## src/inc/sep_pkg.sv

```systemverilog
// constants shared by both ends of the serial memory command link
// assumes: one 25 MHz core clock, serial link clock generated by the host end
`default_nettype none
package sep_pkg;
  localparam int OPC_W = 4;
  localparam int ADDR_W8 = 7;
  localparam int ADDR_W16 = 6;
  localparam int ADDR_MAX = 7;
  localparam int DATA_W = 16;
  localparam int DATA_W8 = 8;
  localparam int WORDS = 128;
  localparam int INSTR_LEN8 = 12;
  localparam int INSTR_LEN16 = 11;
  localparam int CNT_W = 5;
  localparam logic [3:0] OPC_READ = 4'h8;
  localparam logic [2:0] OPC_PROG_LOW = 3'h4; // first opcode bit is don't care
  localparam logic [3:0] OPC_UNLOCK = 4'h3;
  localparam logic [3:0] OPC_LOCK = 4'h0;
  localparam logic [3:0] OPC_BULK = 4'h2;
  localparam logic [15:0] ERASED_WORD = 16'hFFFF;
  localparam logic [7:0] ERASED_BYTE = 8'hFF;
  localparam int CLK_HZ = 25000000;
  localparam int CYCLE_MS = 40; // self-timed cycle, within 20..75 ms
  localparam int CYCLE_CNT = CLK_HZ / 1000 * CYCLE_MS;
  localparam int TIMER_W = 21;
  localparam int SCK_DIV = 50; // half period in core clocks: 250 kHz link
  localparam int DIV_W = 6;
  typedef enum logic [2:0] {SEP_CMD_READ, SEP_CMD_PROG, SEP_CMD_UNLOCK, SEP_CMD_LOCK,
                            SEP_CMD_BULK} sep_cmd_t;
endpackage
`default_nettype wire

```

## src/inc/sep_if.sv

```systemverilog
// serial command link between host controller and memory device
// assumes: serial output is tri-stated via enable, bench resolves sharing
`default_nettype none
interface sep_if;
  logic sel;        // chip select, high active
  logic sck;        // serial clock made by the host
  logic serial_in;  // host to device data
  logic dout;       // device data value
  logic dout_oe_n;  // low while the device drives its output
  logic ready;      // high ready, low busy
  modport device (input sel, input sck, input serial_in, output dout, output dout_oe_n, output ready);
  modport host (output sel, output sck, output serial_in, input dout, input dout_oe_n, input ready);
endinterface
`default_nettype wire

```

## src/design/sep_device.sv

```systemverilog
// memory device end: serial instruction decoder, array and self-timed cycle
// assumes: link pins synchronous to core_clk_in; sck edges detected in core clock
`default_nettype none
module sep_device #(
  parameter int CYCLE_CYCLES = sep_pkg::CYCLE_CNT
) (
  input  wire logic core_clk_in,
  input  wire logic nrst_in,
  input  wire logic array_width_select_in,
  sep_if.device     link
);
  typedef enum logic [2:0] {SEP_IDLE, SEP_HDR, SEP_DATA, SEP_RD, SEP_BUSY, SEP_DONE} sep_state_t;
  typedef struct packed {
    sep_state_t  st;
    logic        sck_q;
    logic [sep_pkg::CNT_W-1:0] cnt;
    logic [10:0] hdr;
    logic [15:0] sh;
    logic        unlocked;
    logic        bulk;
    logic [6:0]  addr;
    logic [sep_pkg::TIMER_W-1:0] tmr;
    logic        dout;
    logic        oe_n;
    logic        ready;
  } sep_dev_t;

  sep_dev_t r;
  sep_dev_t next_r;
  logic [7:0] mem [sep_pkg::WORDS];
  logic       wr_en;
  logic       wr_all;
  logic [6:0] wr_addr;
  logic [7:0] wr_lo;
  logic [7:0] wr_hi;

  logic        wide;
  logic        rise;
  logic        fall;
  logic [3:0]  opc;
  logic [6:0]  a_in;
  logic [3:0]  hdr_len;
  logic [4:0]  dlen;
  logic [10:0] hdr_nx;

  always_comb begin
    wide    = array_width_select_in;
    rise    = link.sck & ~r.sck_q;
    fall    = ~link.sck & r.sck_q;
    hdr_nx  = {r.hdr[9:0], link.serial_in};
    hdr_len = wide ? 4'(sep_pkg::OPC_W + sep_pkg::ADDR_W16) : 4'(sep_pkg::OPC_W + sep_pkg::ADDR_W8);
    dlen    = wide ? 5'(sep_pkg::DATA_W) : 5'(sep_pkg::DATA_W8);
    opc     = wide ? hdr_nx[9:6] : hdr_nx[10:7];
    a_in    = wide ? {1'b0, hdr_nx[5:0]} : hdr_nx[6:0];
    next_r  = r;
    next_r.sck_q = link.sck;
    wr_en   = 1'b0;
    wr_all  = 1'b0;
    wr_addr = r.addr;
    wr_lo   = r.sh[7:0];
    wr_hi   = r.sh[15:8];
    case (r.st)
      SEP_IDLE: begin
        if (link.sel && rise && link.serial_in) begin
          next_r.st  = SEP_HDR;
          next_r.cnt = '0;
          next_r.hdr = '0;
        end
      end
      SEP_HDR: begin
        if (rise) begin
          next_r.hdr = hdr_nx;
          next_r.cnt = r.cnt + 5'd1;
          if (r.cnt == 5'(hdr_len - 4'd1)) begin
            next_r.addr = a_in;
            next_r.cnt  = '0;
            next_r.st   = SEP_DONE;
            if (opc == sep_pkg::OPC_READ) begin
              next_r.st = SEP_RD;
              next_r.sh = wide ? {mem[{a_in[5:0], 1'b1}], mem[{a_in[5:0], 1'b0}]}
                               : {mem[a_in], 8'h00};
              next_r.dout = 1'b0;
            end else if (opc[2:0] == sep_pkg::OPC_PROG_LOW) begin
              if (r.unlocked) begin
                next_r.st = SEP_DATA;
              end
            end else if (opc == sep_pkg::OPC_UNLOCK) begin
              next_r.unlocked = 1'b1;
            end else if (opc == sep_pkg::OPC_LOCK) begin
              next_r.unlocked = 1'b0;
            end else if (opc == sep_pkg::OPC_BULK && r.unlocked) begin
              next_r.bulk  = 1'b1;
              next_r.st    = SEP_BUSY;
              next_r.tmr   = '0;
              next_r.ready = 1'b0;
            end
          end
        end
      end
      SEP_DATA: begin
        if (rise) begin
          next_r.sh  = {r.sh[14:0], link.serial_in}; // msb first
          next_r.cnt = r.cnt + 5'd1;
          if (r.cnt == dlen - 5'd1) begin
            next_r.bulk  = 1'b0;
            next_r.st    = SEP_BUSY;
            next_r.tmr   = '0;
            next_r.ready = 1'b0;
          end
        end
      end
      SEP_RD: begin
        next_r.oe_n = 1'b0;
        if (rise) begin
          next_r.dout = r.sh[15];
          next_r.sh   = {r.sh[14:0], 1'b0};
        end
      end
      SEP_BUSY: begin
        next_r.tmr = r.tmr + 1'b1;
        if (r.tmr == sep_pkg::TIMER_W'(CYCLE_CYCLES - 1)) begin
          // erase and write collapse into one store at the end of the cycle
          wr_en  = 1'b1;
          wr_all = r.bulk;
          if (!wide) begin
            wr_lo = r.sh[7:0];
          end else begin
            wr_addr = {r.addr[5:0], 1'b0};
          end
          next_r.ready = 1'b1;
          next_r.st    = SEP_DONE;
        end
      end
      SEP_DONE: begin
      end
      default: next_r.st = SEP_IDLE;
    endcase
    // busy cycle runs on without select; the rest ends at deselect
    if (!link.sel && r.st != SEP_BUSY) begin
      next_r.st   = SEP_IDLE;
      next_r.oe_n = 1'b1;
      next_r.dout = 1'b0;
    end
    if (fall && r.st == SEP_RD) begin
      next_r.oe_n = 1'b0;
    end
  end

  always_ff @(posedge core_clk_in or negedge nrst_in) begin
    if (!nrst_in) begin
      r          <= '0;
      r.st       <= SEP_IDLE;
      r.oe_n     <= 1'b1;
      r.ready    <= 1'b1;
    end else begin
      r <= next_r;
    end
  end

  // array has no reset: contents are nonvolatile
  always_ff @(posedge core_clk_in) begin
    for (int i = 0; i < sep_pkg::WORDS; i++) begin
      if (wr_en && (wr_all || 7'(i) == wr_addr)) begin
        mem[i] <= wr_all ? sep_pkg::ERASED_BYTE : wr_lo;
      end else if (wr_en && wide && !wr_all && 7'(i) == (wr_addr | 7'h01)) begin
        mem[i] <= wr_hi;
      end
    end
  end

  assign link.dout      = r.dout;
  assign link.dout_oe_n = r.oe_n;
  assign link.ready     = r.ready;
endmodule
`default_nettype wire

```

## src/flat_wrapper.sv

```systemverilog
// flat-port wrapper written by rule: the top's interface ports become plain ports
module sep_device_flat 
#(
  parameter int CYCLE_CYCLES = sep_pkg::CYCLE_CNT
)
  (core_clk_in, nrst_in, array_width_select_in, link_sel, link_sck, link_serial_in, link_dout, link_dout_oe_n, link_ready);
  sep_if link_i ();
  input  wire logic core_clk_in;
  input  wire logic nrst_in;
  input  wire logic array_width_select_in;
  input wire logic [$bits(link_i.sel)-1:0] link_sel;
  input wire logic [$bits(link_i.sck)-1:0] link_sck;
  input wire logic [$bits(link_i.serial_in)-1:0] link_serial_in;
  output wire logic [$bits(link_i.dout)-1:0] link_dout;
  output wire logic [$bits(link_i.dout_oe_n)-1:0] link_dout_oe_n;
  output wire logic [$bits(link_i.ready)-1:0] link_ready;
  assign link_i.sel = link_sel;
  assign link_i.sck = link_sck;
  assign link_i.serial_in = link_serial_in;
  assign link_dout = link_i.dout;
  assign link_dout_oe_n = link_i.dout_oe_n;
  assign link_ready = link_i.ready;
  sep_device #(.CYCLE_CYCLES(CYCLE_CYCLES)) u_core (.core_clk_in(core_clk_in), .nrst_in(nrst_in), .array_width_select_in(array_width_select_in), .link(link_i));
endmodule
```

## config.mk

```make
export PLATFORM = sky130hd
export DESIGN_NAME = sep_device_flat
export DESIGN_NICKNAME = d
export VERILOG_FILES = /design/src/inc/sep_pkg.sv /design/src/inc/sep_if.sv /design/src/design/sep_device.sv /design/src/flat_wrapper.sv
export SDC_FILE = /design/constraint.sdc
export NUM_CORES = 2
export LEC_CHECK = 0
export BUFFER_PORTS_ARGS = -buffer_cell sky130_fd_sc_hd__buf_2
export CAP_MARGIN = 20
export CORE_MARGIN = 2
export CORE_UTILIZATION = 45
export DETAILED_ROUTE_END_ITERATION = 16
export SYNTH_ARGS = -nofsm -noshare
export SYNTH_HDL_FRONTEND = slang
export SYNTH_SLANG_ARGS = --single-unit
```

## constraint.sdc

```tcl
create_clock -name core_clk_in -period 5.9 [get_ports core_clk_in]
set_clock_uncertainty 0.15 [all_clocks]
set_input_delay 1.475 -clock core_clk_in [delete_from_list [all_inputs] [get_ports core_clk_in]]
set_output_delay 1.475 -clock core_clk_in [all_outputs]
set_load 0.005 [all_outputs]
```

==> Word level (Yosys, flattened, before mapping) <==
Memories as Yosys holds them, arrays and structs flattened.
Index checks and enable logic that the tools add are counted.
{ "op_classes": {"addsub": 4, "eq_ne": 225, "mux": 587, "bitwise": 71, "reduce_logical": 354} }
{ "ops": {"columns": ["op", "n"], "rows": [
  ["two-way mux 8 bit", 66],
  ["two-way mux 1 bit", 477],
  ["equality test 7 bit, first input constant", 64],
  ["equality test 6 x 7 -> 1 bit, first input constant", 32],
  ["logical AND 1 bit", 200],
  ["equality test 6 bit, first input constant", 32],
  ["two-way mux 21 bit", 7],
  ["logical OR 1 bit", 128],
  ["equality test 5 x 7 -> 1 bit, first input constant", 16],
  ["equality test 5 x 6 -> 1 bit, first input constant", 16],
  ["two-way mux 16 bit", 5],
  ["OR 1 bit", 65],
  ["two-way mux 63 bit", 1],
  ["one-hot mux 21 bit (3 select lines)", 1],
  ["equality test 4 x 7 -> 1 bit, first input constant", 8],
  ["equality test 4 x 6 -> 1 bit, first input constant", 8],
  ["one-hot mux 16 bit (3 select lines)", 1],
  ["two-way mux 47 bit", 1],
  ["two-way mux 3 bit", 11],
  ["equality test 3 x 7 -> 1 bit, first input constant", 4],
  ["two-way mux 7 bit", 4],
  ["equality test 3 x 6 -> 1 bit, first input constant", 4],
  ["inequality test 3 x 1 -> 1 bit, second input constant", 8],
  ["adder 21 x 1 -> 21 bit, second input constant", 1],
  ["42 further kinds", 81]
]} }
{ "totals": {"regBits": 68, "ramBits": 1024, "in_bits": 6, "memories": 1} }
{ "memory_table": {"columns": ["name", "words", "width", "read_ports", "rd_clocked_by_memory_dff", "wr", "line_no", "rtl"], "rows": [
  ["u_core.mem", 128, 8, 3, 0, 128, "sep_device.sv:30", "logic [7:0] mem [sep_pkg::WORDS];"]
]} }

==> Longest topological paths before layout <==
{ "logic_depth": {"depth_word": 13, "mapped_depth": 13} }

==> Worst setup path before layout <==
No wires, ideal clock.
{ "synth_timing": {"path_type": "in2reg", "startpoint": "input port array_width_select_in", "endpoint": "memory u_core.mem[70][0] (enable)", "arrival_ns": 3.642, "slack_ns": 1.723, "cell_stages": 8, "n_path_buf": 3, "cell_sequence": "clkbuf_1 -> clkbuf_1 -> nand3_2 -> nor3_1 -> o21bai_2 -> or2_2 -> clkbuf_1 -> o21ai_0"} }
{ "synth_lines": {"columns": ["item", "line_no", "rtl"], "rows": [
  ["start, declared", "flat_wrapper.sv:10", "input wire logic array_width_select_in;"],
  ["end, declared", "sep_device.sv:30", null]
]} }

==> flow_metrics.py <==
metrics = {
    "run_status": {
        "run_status": "finished, final reports clean",
    },
    "global_route": {
        "grt-ovfl-total": 0,
        "groute.usage.overall_pct": 34.53,
        "antenna_found_initial": 14,
        "first_global_vias": 38860,
        "grt_pass1_wl_um": 315100,
        "grt_max_degree": 76,
    },
    "layout": {
        "fin_nets": 4080,
        "drive_gt1_share_pct": 29.44,
        "finalCoreUtilization_pct": 50.59,
        "syn2layout_area_growth_pct": 11.81,
    },
    "worst_setup_path": {
        "worstPathCellList": "nor4b_1, and4_1, nand2_1, buf_4, nor4_1, nand2_1, o211ai_1",
        "max_stage_delay_ns": 0.99,
        "cp-start-kind": "flip-flop",
        "required_ns": 6.15,
        "crit_top_cell": "nand2_1",
        "worstPathMaxFanout": 10,
        "worstSetupPathType": "reg2reg",
        "critical-path-top-delay-family": "simple AND/OR/NAND/NOR gates",
        "slowest_stage": "o211ai_1",
        "worstPathArrival_ns": 4.93,
        "crit_path_end_kind": "flip-flop",
        "path_buf_inv": 1,
    },
    "yosys": {
        "synth.avg_cell_area_um2": 14.44,
        "synth_warnings": 0,
        "synth_top_area_share_pct": 52.55,
        "synthCells": 4051,
        "syn_nets": 4059,
        "syn_area_mm2": 0.05851,
        "synthFlopType": "edfxtp_1",
        "yosysMostFrequentCell": "edfxtp_1",
        "post_synth_num_cell_types": 80,
        "ys_ff_latch": 1092,
        "ys_top_cells_by_area": "edfxtp_1 53%, mux4_2 23%, a21oi_1 4.2%, nor2_1 3.6%, dfrtp_1 2.8%",
        "seq_area_frac_synth_pct": 55.46,
        "synth-edff-count": 1024,
        "ys_async_sr_fraction_pct": 6.227,
        "synth_commonest_cells": "1024 x edfxtp_1, 609 x mux4_2, 564 x nor2_1",
        "yosysTopAreaCell": "edfxtp_1",
    },
    "place": {
        "place_congestion": 1.029,
        "dp_hpwl_um": 153800,
        "io_buffers": 8,
    },
    "clocking": {
        "cts_tree": "built",
        "cts-hold-fix-buffers": 0,
        "clkTransAtPathRegs_ns": 0.06,
        "cts_setup_buffers": 0,
        "cts-root-buf": "clkbuf_16",
        "cts_resized": 0,
        "cts_buffers": 120,
        "h-tree-depth": 3,
        "cts_sinks": 1092,
        "clk_latency_ns": 0.80,
        "clockBufferDepth": 3,
    },
    "power_and_ir_drop": {
        "p_per_area_mw_per_mm2": 314.2,
        "ir_drop_mv": 0.2582,
        "power_mw": 20.55,
        "p_leak_nw": 22.19,
    },
    "detailed_routing": {
        "num_vias": 41070,
        "ant_nets": 0,
        "drc": 0,
        "wire_per_inst_um": 38.49,
        "drt_iter0_markers": 6692,
        "wl_um": 228000,
        "viasPerCell": 6.934,
        "first_pass_iters": 8,
    },
    "die": {
        "ios": 9,
        "start_util_pct": 45.25,
        "die_h_um": 364.6,
        "core_mm2": 0.1293,
        "chipWidth_um": 364.6,
        "core.rowCount": 132,
        "fp.dieArea_mm2": 0.1329,
    },
    "sta": {
        "setup_tns_ns": 0,
        "max_freq_ghz": 0.2139,
        "slew_viol_final": 0,
        "relSlewSlack_pct": 21.49,
        "fin_crit_sh_pct": 79.24,
        "hold_viol": 0,
        "setup_viol": 0,
        "worst_slew_pin_slew_ns": 1.178,
        "min_period_ns": 4.675,
        "rsz0062_at_grt": "no",
    },
    "min_path": {
        "hold_path_class": "reg2reg",
    },
    "job": {
        "cap_violations": 0,
    },
}
[kinds of logic (layout without fill, tap and decap cells)]
| logic type | after synthesis | after routing | synth area share, % |
|---|---|---|---|
| fa+ha+maj | 2 | 2 | 0.04276 |
| other cells | 0 | 3 | 0 |
| mux | 720 | 720 | 25.50 |
| xor+xnor | 12 | 12 | 0.1796 |
| compound gates | 836 | 836 | 8.117 |
| buf+inv | 423 | 550 | 3.415 |
| flops | 1092 | 1092 | 55.46 |
| simple gates | 966 | 966 | 7.277 |
[placed cells by master, fill, tap and decap left out, types with 8 or more instances in the layout]
cell        count
a21oi_1       494
a22o_1         15
a31oi_1        10
and2_1         21
and3_1         24
buf_12         17
buf_4         275
bufinv_16      16
clkbuf_1       24
clkbuf_16     123
clkinv_1       27
clkinv_2       18
clkinvlp_4     10
dfrtp_1        53
dfrtp_2         9
edfxtp_1     1024
inv_1          11
inv_2           9
mux2_2         77
mux2i_1        34
mux4_2        609
nand2_1       146
nand2b_1       17
nand3_1        64
nand4_1        20
nor2_1        556
nor2_4          8
nor2b_1         9
nor3_1         28
nor4_1         12
o211ai_1       54
o21ai_0       122
o21ai_1        16
o22ai_1        46
o31ai_1        12
[flip-flops by register name (all words and copies together) (netlist names)]
| register | count |
|---|---|
| u_core.link.ready | 1 |
| u_core.mem | 1024 |
| u_core.link.dout | 1 |
| u_core.hdr_nx | 10 |
| u_core.r | 55 |
| u_core.link.dout_oe_n | 1 |
[worst paths after layout]
| path | from | end | slack (ns) | cells after the start |
|---|---|---|---|---|
| worst max register to register | u_core.r[14] | u_core.mem[123][3] | 1.22 | 7 |
| worst min register to register | u_core.link.ready | u_core.link.ready | 0.35 | 2 |
| worst max-delay path | u_core.r[14] | u_core.mem[123][3] | 1.22 | 7 |
| min in group asynchronous | nrst_in | u_core.r[7] | 0.51 | 1 |
| worst min-delay path | u_core.link.ready | u_core.link.ready | 0.35 | 2 |
| max in group asynchronous | nrst_in | u_core.r[45] | 4.07 | 2 |
[area by class of cell]
cell class | count | area, um2
clock buffer | 147 | 3168
antenna | 3 | 7.507
clock inverter | 81 | 884.6
fill | 10890 | 63900
timing repair buffer | 300 | 2477
multi-input combinational | 2536 | 24140
sequential | 1092 | 32480
tap | 1742 | 2180
inverter | 22 | 82.58
[metal layers]
| metal | track usage (%) | vias up | wire [um] | part of all wire (%) |
|---|---|---|---|---|
| met1 | 45.86 | 21300 | 83390 | 37 |
| met2 | 51.71 | 2888 | 101400 | 44 |
| li1 | - | 16300 | - | - |
| met4 | 19.97 | 4 | 16550 | 7.3 |
| met5 | 0 | - | 30 | 0.013 |
| met3 | 8.862 | 577 | 26560 | 12 |
[per-stage QoR]
| step | area [um2] | setup WS (ns) | hold WS, ns | cells |
|---|---|---|---|---|
| floorplan | 58510 | 1.723 | 0.3060 | 4051 |
| CTS | 65390 | 1.353 | 0.3510 | 5919 |
| global route | 65420 | 1.103 | 0.3879 | 5920 |
| finish | 65420 | 1.225 | 0.3463 | 5923 |
| detailed placement | 61340 | 0.8998 | 0.3321 | 5691 |
| global placement | 61340 | 0.9487 | 0.3286 | 5691 |
[worst min-delay path, delay by kind of cell, from the launching register on]
family                 cells  cell delay [ns]
AO/OA/AOI/OAI              1             0.08
buffers and inverters      1             0.04
flip-flops                 1             0.37
[report_power, final]
group / switching [mW] / internal, mW / leakage (nW)
combinational: 2.41 / 1.68 / 10.2
clock: 3.36 / 4.52 / 1.95
sequential: 0.200 / 8.38 / 10.0
total: 5.97 / 14.6 / 22.2
Note: power is estimated with default switching activity, not from simulation.
